===== src/rtl/fwpbm_pkg.sv =====
// Package for the flash write-protect and bank-map block.
// Assumes a 32-bit AXI4-Lite register bus and a 16-bit CPU address space.
package fwpbm_pkg;
	// Register byte offsets
	localparam logic [7:0] FLASH_CONTROL_OFS = 8'h00;
	localparam logic [7:0] MODE_STATUS_OFS = 8'h04;
	// Field positions in flash_control
	localparam int UNLOCK_LSB = 4;
	localparam int BANK_BIT = 3;
	// Command enable codes
	localparam logic [3:0] CODE_UNLOCKED = 4'h3;
	localparam logic [3:0] CODE_LOCKED = 4'hc;
	localparam logic BANK_RESET = 1'b0;
	// Address map
	localparam logic [15:0] FLASH_LO = 16'h1000;
	localparam logic [15:0] ROM_LO = 16'h7800;
	localparam logic [15:0] ROM_HI = 16'h7fff;
	localparam logic [15:0] WIN_LO = 16'h8000;
	localparam logic [15:0] LOWER_BANK_LO = 16'h9000;
	localparam logic [15:0] BANK_OFFSET = 16'h8000;
	localparam int CMD_MATCH_BITS = 12;
	// AXI response codes
	localparam logic [1:0] RESP_OKAY = 2'h0;
	localparam logic [1:0] RESP_SLVERR = 2'h2;
	// Operating modes
	typedef enum logic [2:0] {
		FWPBM_MODE_CPU = 3'b001,
		FWPBM_MODE_SERIAL = 3'b010,
		FWPBM_MODE_PARALLEL = 3'b100
	} fwpbm_mode_t;
endpackage


===== src/rtl/fwpbm_map_if.sv =====
// Carrier between the control core and the address mapper.
// Assumes both ends share one clock.
interface fwpbm_map_if;
	logic serial_mode;
	logic bank_sel;
	logic [15:0] cpu_addr;
	logic hit_flash;
	logic hit_rom;
	logic [15:0] flash_addr;
	modport core (output serial_mode, output bank_sel, output cpu_addr,
		input hit_flash, input hit_rom, input flash_addr);
	modport mapper (input serial_mode, input bank_sel, input cpu_addr,
		output hit_flash, output hit_rom, output flash_addr);
endinterface


===== src/rtl/fwpbm_mapper.sv =====
// Combinational CPU-to-flash address decoder.
// Assumes mode and bank select come from registers in the core.
module fwpbm_mapper (
	// Map carrier
	fwpbm_map_if.mapper m
);
	always_comb begin
		m.hit_flash = 1'b0;
		m.hit_rom = 1'b0;
		m.flash_addr = m.cpu_addr;
		if (!m.serial_mode) begin
			m.hit_flash = (m.cpu_addr >= fwpbm_pkg::FLASH_LO); // see R06
		end else if (m.cpu_addr >= fwpbm_pkg::ROM_LO && m.cpu_addr <= fwpbm_pkg::ROM_HI) begin
			m.hit_rom = 1'b1;
		end else if (m.bank_sel) begin
			m.hit_flash = (m.cpu_addr >= fwpbm_pkg::WIN_LO); // see R11
		end else begin
			m.hit_flash = (m.cpu_addr >= fwpbm_pkg::LOWER_BANK_LO); // see R10
			m.flash_addr = m.cpu_addr - fwpbm_pkg::BANK_OFFSET;
		end
	end
endmodule


===== src/rtl/fwpbm_cmd_gate.sv =====
// Command write gate toward the flash macro.
// Assumes the flash macro does its own sequence decoding.
module fwpbm_cmd_gate (
	// Control
	input wire logic unlocked,
	input wire logic parallel_mode,
	// CPU flash write
	input wire logic wr_req,
	input wire logic [15:0] wr_addr,
	input wire logic [7:0] wr_data,
	// To flash macro
	output logic cmd_wr,
	output logic [15:0] cmd_addr,
	output logic [11:0] cmd_match
);
	// Parallel mode writes never pass this gate; the writer drives the macro.
	assign cmd_wr = wr_req && unlocked && !parallel_mode; // see R01
	assign cmd_addr = wr_addr;
	assign cmd_match = wr_addr[fwpbm_pkg::CMD_MATCH_BITS-1:0];
	logic unused_data;
	assign unused_data = ^wr_data;
endmodule


===== src/rtl/fwpbm_top.sv =====
// Flash control: command lock, bank map and AXI4-Lite register slave.
// Assumes CPU flash access signals are synchronous to clk.
// Operation
// Command sequences pass only while the enable field holds 0011B.
// Writing 1100B locks the flash against command sequences.
// Reset loads the enable field with 1100B.
// Software writes only 1100B or 0011B to the enable field.
// Software keeps the field locked except while programming or erasing.
// CPU mode shows flash at 1000-FFFFH, bank select ignored.
// Bank select affects decoding only in serial PROM mode.
// Control bits 2 to 0 read as undefined values.
// Serial mode maps 7800H-7FFFH to loader ROM, flash window above.
// Bank 0 maps 9000H-FFFFH to flash 1000H-7FFFH.
// Bank 1 maps 8000H-FFFFH onto flash 8000H-FFFFH.
// Bank select 0 picks lower bank, 1 upper bank.
// Flash holds 61440 bytes at 1000H to FFFFH.
// Control covers CPU and serial modes, not parallel PROM mode.
// Command addresses match on low 12 bits.
// New bank select applies to the next access after the write.
module fwpbm_top (
	// Clock and reset
	input wire logic clk,
	input wire logic rst,
	// Operating mode pins
	input wire logic serial_mode_pin,
	input wire logic parallel_mode_pin,
	// AXI4-Lite write address
	input wire logic [7:0] s_axi_awaddr,
	input wire logic s_axi_awvalid,
	output logic s_axi_awready,
	// AXI4-Lite write data
	input wire logic [31:0] s_axi_wdata,
	input wire logic [3:0] s_axi_wstrb,
	input wire logic s_axi_wvalid,
	output logic s_axi_wready,
	// AXI4-Lite write response
	output logic [1:0] s_axi_bresp,
	output logic s_axi_bvalid,
	input wire logic s_axi_bready,
	// AXI4-Lite read address
	input wire logic [7:0] s_axi_araddr,
	input wire logic s_axi_arvalid,
	output logic s_axi_arready,
	// AXI4-Lite read data
	output logic [31:0] s_axi_rdata,
	output logic [1:0] s_axi_rresp,
	output logic s_axi_rvalid,
	input wire logic s_axi_rready,
	// CPU flash access
	input wire logic [15:0] cpu_addr,
	input wire logic cpu_wr,
	input wire logic [7:0] cpu_wdata,
	output logic flash_sel,
	output logic rom_sel,
	output logic [15:0] flash_addr,
	// Flash macro command port
	output logic flash_cmd_wr,
	output logic [15:0] flash_cmd_addr,
	output logic [11:0] flash_cmd_match,
	output logic [7:0] flash_cmd_data
);
	////////////////////////////////////////////////////////////////////////
	// Mode pins
	logic [1:0] ser_sync_q;
	logic [1:0] par_sync_q;
	fwpbm_pkg::fwpbm_mode_t mode_q;

	// Straps are pins, so they pass two flops first
	always_ff @(posedge clk or posedge rst) begin
		if (rst) begin
			ser_sync_q <= 2'h0;
			par_sync_q <= 2'h0;
		end else begin
			ser_sync_q <= {ser_sync_q[0], serial_mode_pin};
			par_sync_q <= {par_sync_q[0], parallel_mode_pin};
		end
	end

	always_ff @(posedge clk or posedge rst) begin
		if (rst) begin
			mode_q <= fwpbm_pkg::FWPBM_MODE_CPU;
		end else if (par_sync_q[1]) begin
			mode_q <= fwpbm_pkg::FWPBM_MODE_PARALLEL;
		end else if (ser_sync_q[1]) begin
			mode_q <= fwpbm_pkg::FWPBM_MODE_SERIAL;
		end else begin
			mode_q <= fwpbm_pkg::FWPBM_MODE_CPU;
		end
	end

	////////////////////////////////////////////////////////////////////////
	// Register decode
	function automatic logic is_ctrl(input logic [7:0] a);
		is_ctrl = (a[7:2] == fwpbm_pkg::FLASH_CONTROL_OFS[7:2]);
	endfunction

	function automatic logic is_stat(input logic [7:0] a);
		is_stat = (a[7:2] == fwpbm_pkg::MODE_STATUS_OFS[7:2]);
	endfunction

	////////////////////////////////////////////////////////////////////////
	// AXI4-Lite write path
	logic aw_held_q;
	logic w_held_q;
	logic [7:0] awaddr_q;
	logic [31:0] wdata_q;
	logic [3:0] wstrb_q;
	logic bvalid_q;
	logic [1:0] bresp_q;
	logic wr_fire;

	assign s_axi_awready = !aw_held_q && !bvalid_q;
	assign s_axi_wready = !w_held_q && !bvalid_q;
	assign wr_fire = aw_held_q && w_held_q;

	always_ff @(posedge clk or posedge rst) begin
		if (rst) begin
			aw_held_q <= 1'b0;
			awaddr_q <= 8'h00;
		end else if (s_axi_awvalid && s_axi_awready) begin
			aw_held_q <= 1'b1;
			awaddr_q <= s_axi_awaddr;
		end else if (wr_fire) begin
			aw_held_q <= 1'b0;
		end
	end

	always_ff @(posedge clk or posedge rst) begin
		if (rst) begin
			w_held_q <= 1'b0;
			wdata_q <= 32'h0000_0000;
			wstrb_q <= 4'h0;
		end else if (s_axi_wvalid && s_axi_wready) begin
			w_held_q <= 1'b1;
			wdata_q <= s_axi_wdata;
			wstrb_q <= s_axi_wstrb;
		end else if (wr_fire) begin
			w_held_q <= 1'b0;
		end
	end

	always_ff @(posedge clk or posedge rst) begin
		if (rst) begin
			bvalid_q <= 1'b0;
			bresp_q <= fwpbm_pkg::RESP_OKAY;
		end else if (wr_fire) begin
			bvalid_q <= 1'b1;
			bresp_q <= (is_ctrl(awaddr_q) || is_stat(awaddr_q)) ?
				fwpbm_pkg::RESP_OKAY : fwpbm_pkg::RESP_SLVERR;
		end else if (s_axi_bready) begin
			bvalid_q <= 1'b0;
		end
	end

	assign s_axi_bvalid = bvalid_q;
	assign s_axi_bresp = bresp_q;

	////////////////////////////////////////////////////////////////////////
	// Control register
	logic [3:0] unlock_code_q;
	logic bank_sel_q;

	// Only the two defined codes are stored; anything else leaves it locked
	always_ff @(posedge clk or posedge rst) begin
		if (rst) begin
			unlock_code_q <= fwpbm_pkg::CODE_LOCKED;
		end else if (wr_fire && is_ctrl(awaddr_q) && wstrb_q[0]) begin
			if (wdata_q[fwpbm_pkg::UNLOCK_LSB +: 4] == fwpbm_pkg::CODE_UNLOCKED) begin
				unlock_code_q <= fwpbm_pkg::CODE_UNLOCKED;
			end else begin
				unlock_code_q <= fwpbm_pkg::CODE_LOCKED; // see R02
			end
		end
	end

	// Takes effect in the same cycle the response is raised
	always_ff @(posedge clk or posedge rst) begin
		if (rst) begin
			bank_sel_q <= fwpbm_pkg::BANK_RESET;
		end else if (wr_fire && is_ctrl(awaddr_q) && wstrb_q[0]) begin
			bank_sel_q <= wdata_q[fwpbm_pkg::BANK_BIT]; // see R16
		end
	end

	////////////////////////////////////////////////////////////////////////
	// AXI4-Lite read path
	logic rvalid_q;
	logic [31:0] rdata_q;
	logic [1:0] rresp_q;

	assign s_axi_arready = !rvalid_q;

	// Bits 2..0 carry no defined value; zero is returned
	always_ff @(posedge clk or posedge rst) begin
		if (rst) begin
			rvalid_q <= 1'b0;
			rdata_q <= 32'h0000_0000;
			rresp_q <= fwpbm_pkg::RESP_OKAY;
		end else if (s_axi_arvalid && s_axi_arready) begin
			rvalid_q <= 1'b1;
			rresp_q <= fwpbm_pkg::RESP_OKAY;
			if (is_ctrl(s_axi_araddr)) begin
				rdata_q <= {24'h00_0000, unlock_code_q, bank_sel_q, 3'h0};
			end else if (is_stat(s_axi_araddr)) begin
				rdata_q <= {29'h0000_0000, mode_q};
			end else begin
				rdata_q <= 32'h0000_0000;
				rresp_q <= fwpbm_pkg::RESP_SLVERR;
			end
		end else if (s_axi_rready) begin
			rvalid_q <= 1'b0;
		end
	end

	assign s_axi_rvalid = rvalid_q;
	assign s_axi_rdata = rdata_q;
	assign s_axi_rresp = rresp_q;

	////////////////////////////////////////////////////////////////////////
	// Address map
	fwpbm_map_if map_c();

	assign map_c.serial_mode = (mode_q == fwpbm_pkg::FWPBM_MODE_SERIAL);
	assign map_c.bank_sel = bank_sel_q;
	assign map_c.cpu_addr = cpu_addr;

	fwpbm_mapper u_mapper (
		.m(map_c)
	);

	assign flash_sel = map_c.hit_flash;
	assign rom_sel = map_c.hit_rom;
	assign flash_addr = map_c.flash_addr;

	////////////////////////////////////////////////////////////////////////
	// Command gate
	logic cmd_req;

	// Writes outside the mapped flash never reach the macro
	assign cmd_req = cpu_wr && map_c.hit_flash;

	fwpbm_cmd_gate u_gate (
		.unlocked(unlock_code_q == fwpbm_pkg::CODE_UNLOCKED),
		.parallel_mode(mode_q == fwpbm_pkg::FWPBM_MODE_PARALLEL),
		.wr_req(cmd_req),
		.wr_addr(map_c.flash_addr),
		.wr_data(cpu_wdata),
		.cmd_wr(flash_cmd_wr),
		.cmd_addr(flash_cmd_addr),
		.cmd_match(flash_cmd_match)
	);

	assign flash_cmd_data = cpu_wdata;
endmodule


===== config.mk =====
export PLATFORM = sky130hd
export DESIGN_NAME = fwpbm_top
export DESIGN_NICKNAME = d
export VERILOG_FILES = /design/src/rtl/fwpbm_pkg.sv /design/src/rtl/fwpbm_map_if.sv /design/src/rtl/fwpbm_mapper.sv /design/src/rtl/fwpbm_cmd_gate.sv /design/src/rtl/fwpbm_top.sv
export SDC_FILE = /design/constraint.sdc
export NUM_CORES = 1
export LEC_CHECK = 0
export ABC_AREA = 1
export BUFFER_PORTS_ARGS = -buffer_cell sky130_fd_sc_hd__buf_2
export CORE_MARGIN = 5
export CORE_UTILIZATION = 30
export DETAILED_ROUTE_END_ITERATION = 8
export PLACE_DENSITY_LB_ADDON = 0.2
export SLEW_MARGIN = 40
export SYNTH_ARGS = -nofsm -noshare
export SYNTH_HDL_FRONTEND = slang
export SYNTH_SLANG_ARGS = --single-unit

===== constraint.sdc =====
create_clock -name clk -period 2.8 [get_ports clk]
set_clock_uncertainty 0.15 [all_clocks]
set_input_delay 0.56 -clock clk [delete_from_list [all_inputs] [get_ports clk]]
set_output_delay 0.56 -clock clk [all_outputs]
set_load 0.05 [all_outputs]

* Word level (Yosys, flattened, before mapping)
Index checks and enable logic that the tools add are counted.
** Cells by class
- Reductions and logical operators :: 24
- Bitwise operators :: 0
- Add/subtract/negate cells :: 1
- $mul :: 0
- Equality and inequality tests :: 6
- Muxes and demuxes :: 23
- Magnitude comparators :: 5
- Shift operators :: 0
- Divide/modulo/power cells :: 0
** Operators with widths (count)
- two-way mux 16 bit :: 3
- greater-or-equal comparator 16 bit (second input constant) :: 2
- greater-or-equal comparator 16 x 13 -> 1 bit (second input constant) :: 1
- greater-or-equal comparator 16 x 15 -> 1 bit (second input constant) :: 1
- <= comparator 16 x 15 -> 1 bit (second input constant) :: 1
- subtractor 16 bit (second input constant) :: 1
- == test 6 x 1 -> 1 bit (second input constant) :: 2
- logical AND 1 bit :: 12
- logical NOT 6 bit :: 2
- two-way mux 1 bit :: 12
- == test 4 x 2 -> 1 bit (second input constant) :: 2
- two-way mux 2 bit :: 4
- two-way mux 8 bit :: 1
- nonzero test 2 bit :: 4
- two-way mux 3 bit :: 2
- logical NOT 1 bit :: 5
- two-way mux 4 bit :: 1
- == test 3 x 2 -> 1 bit (second input constant) :: 1
- == test 3 bit (second input constant) :: 1
- logical OR 1 bit :: 1
** Storage, ports and cells
- Input port bits :: 86
- Latch bits :: 0
- Bits in writable memories :: 0
- Memories kept :: 0
- Bits in read-only memories :: 0
- Bits in registers :: 69

* Longest topological paths before layout
- Depth in word-level cells :: 7
- Mapped depth :: 8
- Depth with buffers taken out :: 8

* Cells and area by module
A second synthesis with hierarchy kept.
** Second synthesis, totals
- Cell total of the unflattened synthesis :: 254
- Area, all modules :: 2103.3 sq um
** By module, submodules not included
- fwpbm_top :: cells each 188, area each 1677.9 sq um, sequential area each 853.3 sq um, instances 1
- fwpbm_cmd_gate :: cells each 30, area each 220.2 sq um, sequential area each 0.0 sq um, instances 1
- fwpbm_mapper :: cells each 36, area each 205.2 sq um, sequential area each 0.0 sq um, instances 1

* Worst setup path before layout
Ideal clock, no wire load.
- Kind :: input-to-output
- Start point :: input cpu_addr[13]
- End point :: output flash_cmd_addr[15]
- Cell stages on the path :: 6
- Path buffers :: 1
- Required time :: 2.090 ns
- Data arrival time :: 2.274 ns
- Slack :: -0.184 ns
- Cells stage by stage :: nand2_1 inv_1 nand4_1 nand2_1 o21ai_0 buf_4
** Between the ends
- Cells in the longest elaborated chain, start to end :: 4
** Ends and longest elaborated chain
- from (decl) :: RTL line fwpbm_top.sv:50 : input wire logic [15:0] cpu_addr,
- subtractor 16 bit, or another cell as far along :: RTL line fwpbm_mapper.sv:19 : m.flash_addr = m.cpu_addr - fwpbm_pkg::BANK_OFFSET;
- two-way mux 16 bit or logical AND 1 bit (tied branches) :: RTL line fwpbm_mapper.sv:15, fwpbm_mapper.sv:13
- two-way mux 16 bit * :: RTL line fwpbm_mapper.sv:13 : end else if (m.cpu_addr >= fwpbm_pkg::ROM_LO && m.cpu_addr <= fwpbm_pkg::ROM_HI) begin
- two-way mux 16 bit * :: RTL line fwpbm_mapper.sv:11 : if (!m.serial_mode) begin
- to (decl) :: RTL line fwpbm_top.sv:58 : output logic [15:0] flash_cmd_addr,
Mark *: on every way between the ends. The rest lies on a longest branch, timed or not.

* Worst setup path after layout
- Start point :: register mode_q[0]
- End point :: output flash_cmd_wr
** Between the ends
- Cells in the longest elaborated chain, start to end :: 5
** Ends and longest elaborated chain
- from (decl) :: RTL line fwpbm_top.sv:66 : fwpbm_pkg::fwpbm_mode_t mode_q;
- from (signal assigned) :: RTL line fwpbm_top.sv:81 : mode_q <= fwpbm_pkg::FWPBM_MODE_CPU;
- from (signal assigned) :: RTL line fwpbm_top.sv:83 : mode_q <= fwpbm_pkg::FWPBM_MODE_PARALLEL;
- from (signal assigned) :: RTL line fwpbm_top.sv:85 : mode_q <= fwpbm_pkg::FWPBM_MODE_SERIAL;
- == test 3 x 2 -> 1 bit :: RTL line fwpbm_top.sv:223 : assign map_c.serial_mode = (mode_q == fwpbm_pkg::FWPBM_MODE_SERIAL);
- two-way mux 1 bit :: RTL line fwpbm_mapper.sv:11
- logical AND 1 bit :: RTL line fwpbm_top.sv:240 : assign cmd_req = cpu_wr && map_c.hit_flash;
- logical AND 1 bit :: RTL line fwpbm_cmd_gate.sv:17 : assign cmd_wr = wr_req && unlocked && !parallel_mode;
- logical AND 1 bit * :: RTL line fwpbm_cmd_gate.sv:17
- to (decl) :: RTL line fwpbm_top.sv:57 : output logic flash_cmd_wr,
Marks and branches as above.

==> run summary <==
The tools report the clock latency reported for the late side of the worst-skew pair as 0.28 ns. The core area came out at 0.00646 mm². Signal routing reaches up to met4.

Final layout net count: 346. The fraction of the core area covered by cells at the end of the flow is 0.316, and the maximum net fanout on the critical path is 3. By count the netlist is led by sky130_fd_sc_hd__buf_4, sky130_fd_sc_hd__nand2_1, sky130_fd_sc_hd__dfrtp_1.

Synthesis produced a netlist whose cell count is 245. The most common cell in the synthesized netlist is sky130_fd_sc_hd__buf_4. For this run the aggregate overflow at the end of global routing stands at 0. Buffers added to address setup during post-CTS repair amount to 0.

Number of buffers inserted by port buffering: 61. After detailed placement, the design holds a cell count of 330. The worst hold path belongs to the class reg -> reg.

In this run the horizontal extent of the chip is 92.0 µm. Row generation in the floorplan step produced 29 rows. The data arrival time at the worst-slack endpoint was 1.51 ns; the number of nets with antenna violations after detailed routing was 0. Across the VDD grid, the largest voltage drop is 0.499 mV. For the routed length on met1, the log shows 1.55 mm. In the routed design, unresolved DRC markers number 0.

In the final timing run, aggregate negative setup slack is 0 ns. The number of CTS-inserted buffers is 5, and the minimum clock period after layout is 2.22 ns. In this design, the stage delay of the slowest critical-path cell is 0.55 ns.

The total clock sinks was 34. The critical path is of the reg -> out type. Relative to the synthesized area, the layout overhead comes to 1.18%.

The sequential share of the synthesized area came out at 0.423. The max-slew violation count is 0, and the number of distinct library cell variants in the gate-level netlist after synthesis is 15. For the yosys synthesis warning count, the log shows 0. After detailed routing, the average wire length per cell comes to 10.6 µm. Setup violations remaining at the end of the flow were counted as 0. STA classifies the critical path startpoint as a flip-flop. The routed design uses 1.56 mm of met2 wire. The cell that appears most often on the critical path is sky130_fd_sc_hd__nand2_1. The share of synthesized flip-flops with an asynchronous set or reset is 1.00. For the count of TritonRoute iterations in the first routing pass, the log shows 4.

The per-cell via count in the routed design is 3.83, and the number of inserted diodes is 0. The run finished with clean final reports. The count of buffer and inverter cells on the critical path works out to 1.

For the finished layout cell area, the log shows 0.00204 mm². The analysis attributes to cell leakage a power of 1.16 nW. TritonCTS built the clock tree. The logs give 0 for the number of antenna violations at the first check in global routing and 338 for the final cell count without fillers. The largest total area in the synthesized netlist belongs to sky130_fd_sc_hd__dfrtp_1. Counting along the longest clock path gives a buffer depth of 2.

After clock tree synthesis, the clock-pin slew on the worst setup and hold paths is 0.07 ns. The share of the synthesized area in the top cell type came out at 0.397. Routability-driven placement finished with a final weighted congestion of 0.753. The vertical die dimension came out at 92.0 µm. The most instantiated flip-flop cell in the synthesis netlist was sky130_fd_sc_hd__dfrtp_1. The synthesis-stage register bit count was 34; the total power consumption of the routed design was 1.76 mW. For the worst setup path, the data required time is 2.09 ns.

For the number of hold-slack violations in the final timing report, the log shows 0. Walking the worst path, the cells encountered are nor2_1 > nand3_1 > nand2_1 > nand2_1 > nand2_1 > nor2_1 > buf_2. After legalization and detailed placement, the total HPWL measured 2.82 mm. CTS placed an instance of sky130_fd_sc_hd__clkbuf_8 at the clock tree root. The die covers 0.00847 mm².

H-tree level count: 2. Entering global routing, the biggest net connects 35 pins. The routed design has 3.59 mm of wire. Counting flops with a built-in enable in the synthesized netlist gives 0. The part of the cycle the worst path needs was 0.794. By area the synthesized netlist is led by sky130_fd_sc_hd__dfrtp_1, sky130_fd_sc_hd__buf_4, sky130_fd_sc_hd__nand2_1. The number of gates resized after CTS was 0. 182 I/O pins were placed. The maximum frequency from static timing analysis was 450 MHz; the number of max-capacitance violations reported was 0.

Setup repair after global routing left no endpoint under its margin. The cell family with the largest share of critical-path delay is flip-flops. A synthesized cell averages 8.24 µm².

The tools report the number of global-route vias before repair as 1257. The worst setup path is captured at an output port. In this run the cell area measured after placement is 0.00193 mm².

Dividing total power by cell area gives a power density of 862 mW/mm². The run gives 0.312 as the starting density of the core. The detailed router finished its first iteration with 35 violations. The share of post-route cells with drive strength above 1 is 0.307. The post-cts hold buffer count was 0. Slowest cell on the critical path: sky130_fd_sc_hd__dfstp_2.

The first global-routing pass estimated 5.69 mm of wire. The total length of routed met3 wires was 395 µm; the total global-route track usage was 0.0831. Summing every instance area after synthesis gives 0.00202 mm².

The routed layout has 1293 vias.
## cells by family after synthesis
logic type | Yosys count | share of synthesized area
buffers and inverters | 100 | 0.333
and+or+nand+nor | 99 | 0.215
DFF | 34 | 0.423
AOI/OAI and AO/OA | 11 | 0.0273
other | 1 | 0.00186
## area by class of cell
class	instances	area, µm²
fill	719	4420
sequential	34	853
multi-input combinational	136	587
timing repair buffer	62	313
tap	77	96.3
inverter	21	78.8
clock buffer	5	68.8
clock inverter	3	45.0
## worst paths after layout
check                         startpoint       endpoint  slack [ns]  cells after the start
max                            mode_q[0]   flash_cmd_wr        0.58                      7
min                        ser_sync_q[0]  ser_sync_q[1]        0.20                      0
max reg2reg                 s_axi_bvalid    awaddr_q[3]        1.48                      4
min reg2reg                ser_sync_q[0]  ser_sync_q[1]        0.20                      0
max in group asynchronous            rst      mode_q[0]        1.95                      3
min in group asynchronous            rst    awaddr_q[5]        0.21                      3
## worst register-to-register path: cells and delay by family, from the launching register on
family,cells,cell delay (ns)
AOI/OAI and AO/OA,1,0.05
DFF,1,0.46
and+or+nand+nor,3,0.56
## layout by cell type, fill, tap and decap left out, drive strengths merged
| cell type | instances |
|---|---|
| a21oi | 4 |
| buf | 62 |
| bufinv | 1 |
| clkbuf | 5 |
| clkinvlp | 2 |
| conb | 26 |
| dfrtp | 32 |
| dfstp | 2 |
| inv | 21 |
| nand2 | 57 |
| nand3 | 18 |
| nand4 | 2 |
| nor2 | 20 |
| nor3 | 2 |
| o21ai | 7 |
## routing by layer
metal | GRT usage | vias to the layer above
li1 | - | 678
met1 | 0.0995 | 544
met2 | 0.123 | 54
met3 | 0.0450 | 17
met4 | 0.0359 | 0
met5 | 0 | -
## power by group
group / total [mW] / internal, mW / switching (mW)
Sequential: 0.712 / 0.624 / 0.0879
Clock: 0.449 / 0.265 / 0.185
Combinational: 0.599 / 0.146 / 0.453
Total: 1.76 / 1.03 / 0.726
## flip-flops by register name (all words and copies together) (netlist names)
register and flops:
awaddr_q 6, s_axi_rdata 6, wdata_q 5, mode_q 3
par_sync_q 2, ser_sync_q 2, unlock_code_q 2, aw_held_q 1
bank_sel_q 1, s_axi_bresp 1, s_axi_bvalid 1, s_axi_rresp 1
s_axi_rvalid 1, w_held_q 1, wstrb_q 1
## per-stage QoR
stage / hold slack, ns / setup WS (ns)
finish: 0.200 / 0.578
global route: 0.203 / 0.408
CTS: 0.203 / 0.571
detailed placement: 0.186 / 0.739
global placement: 0.185 / 0.751
floorplan: 0.181 / 0.252
Power figures use the tool's default switching activity.
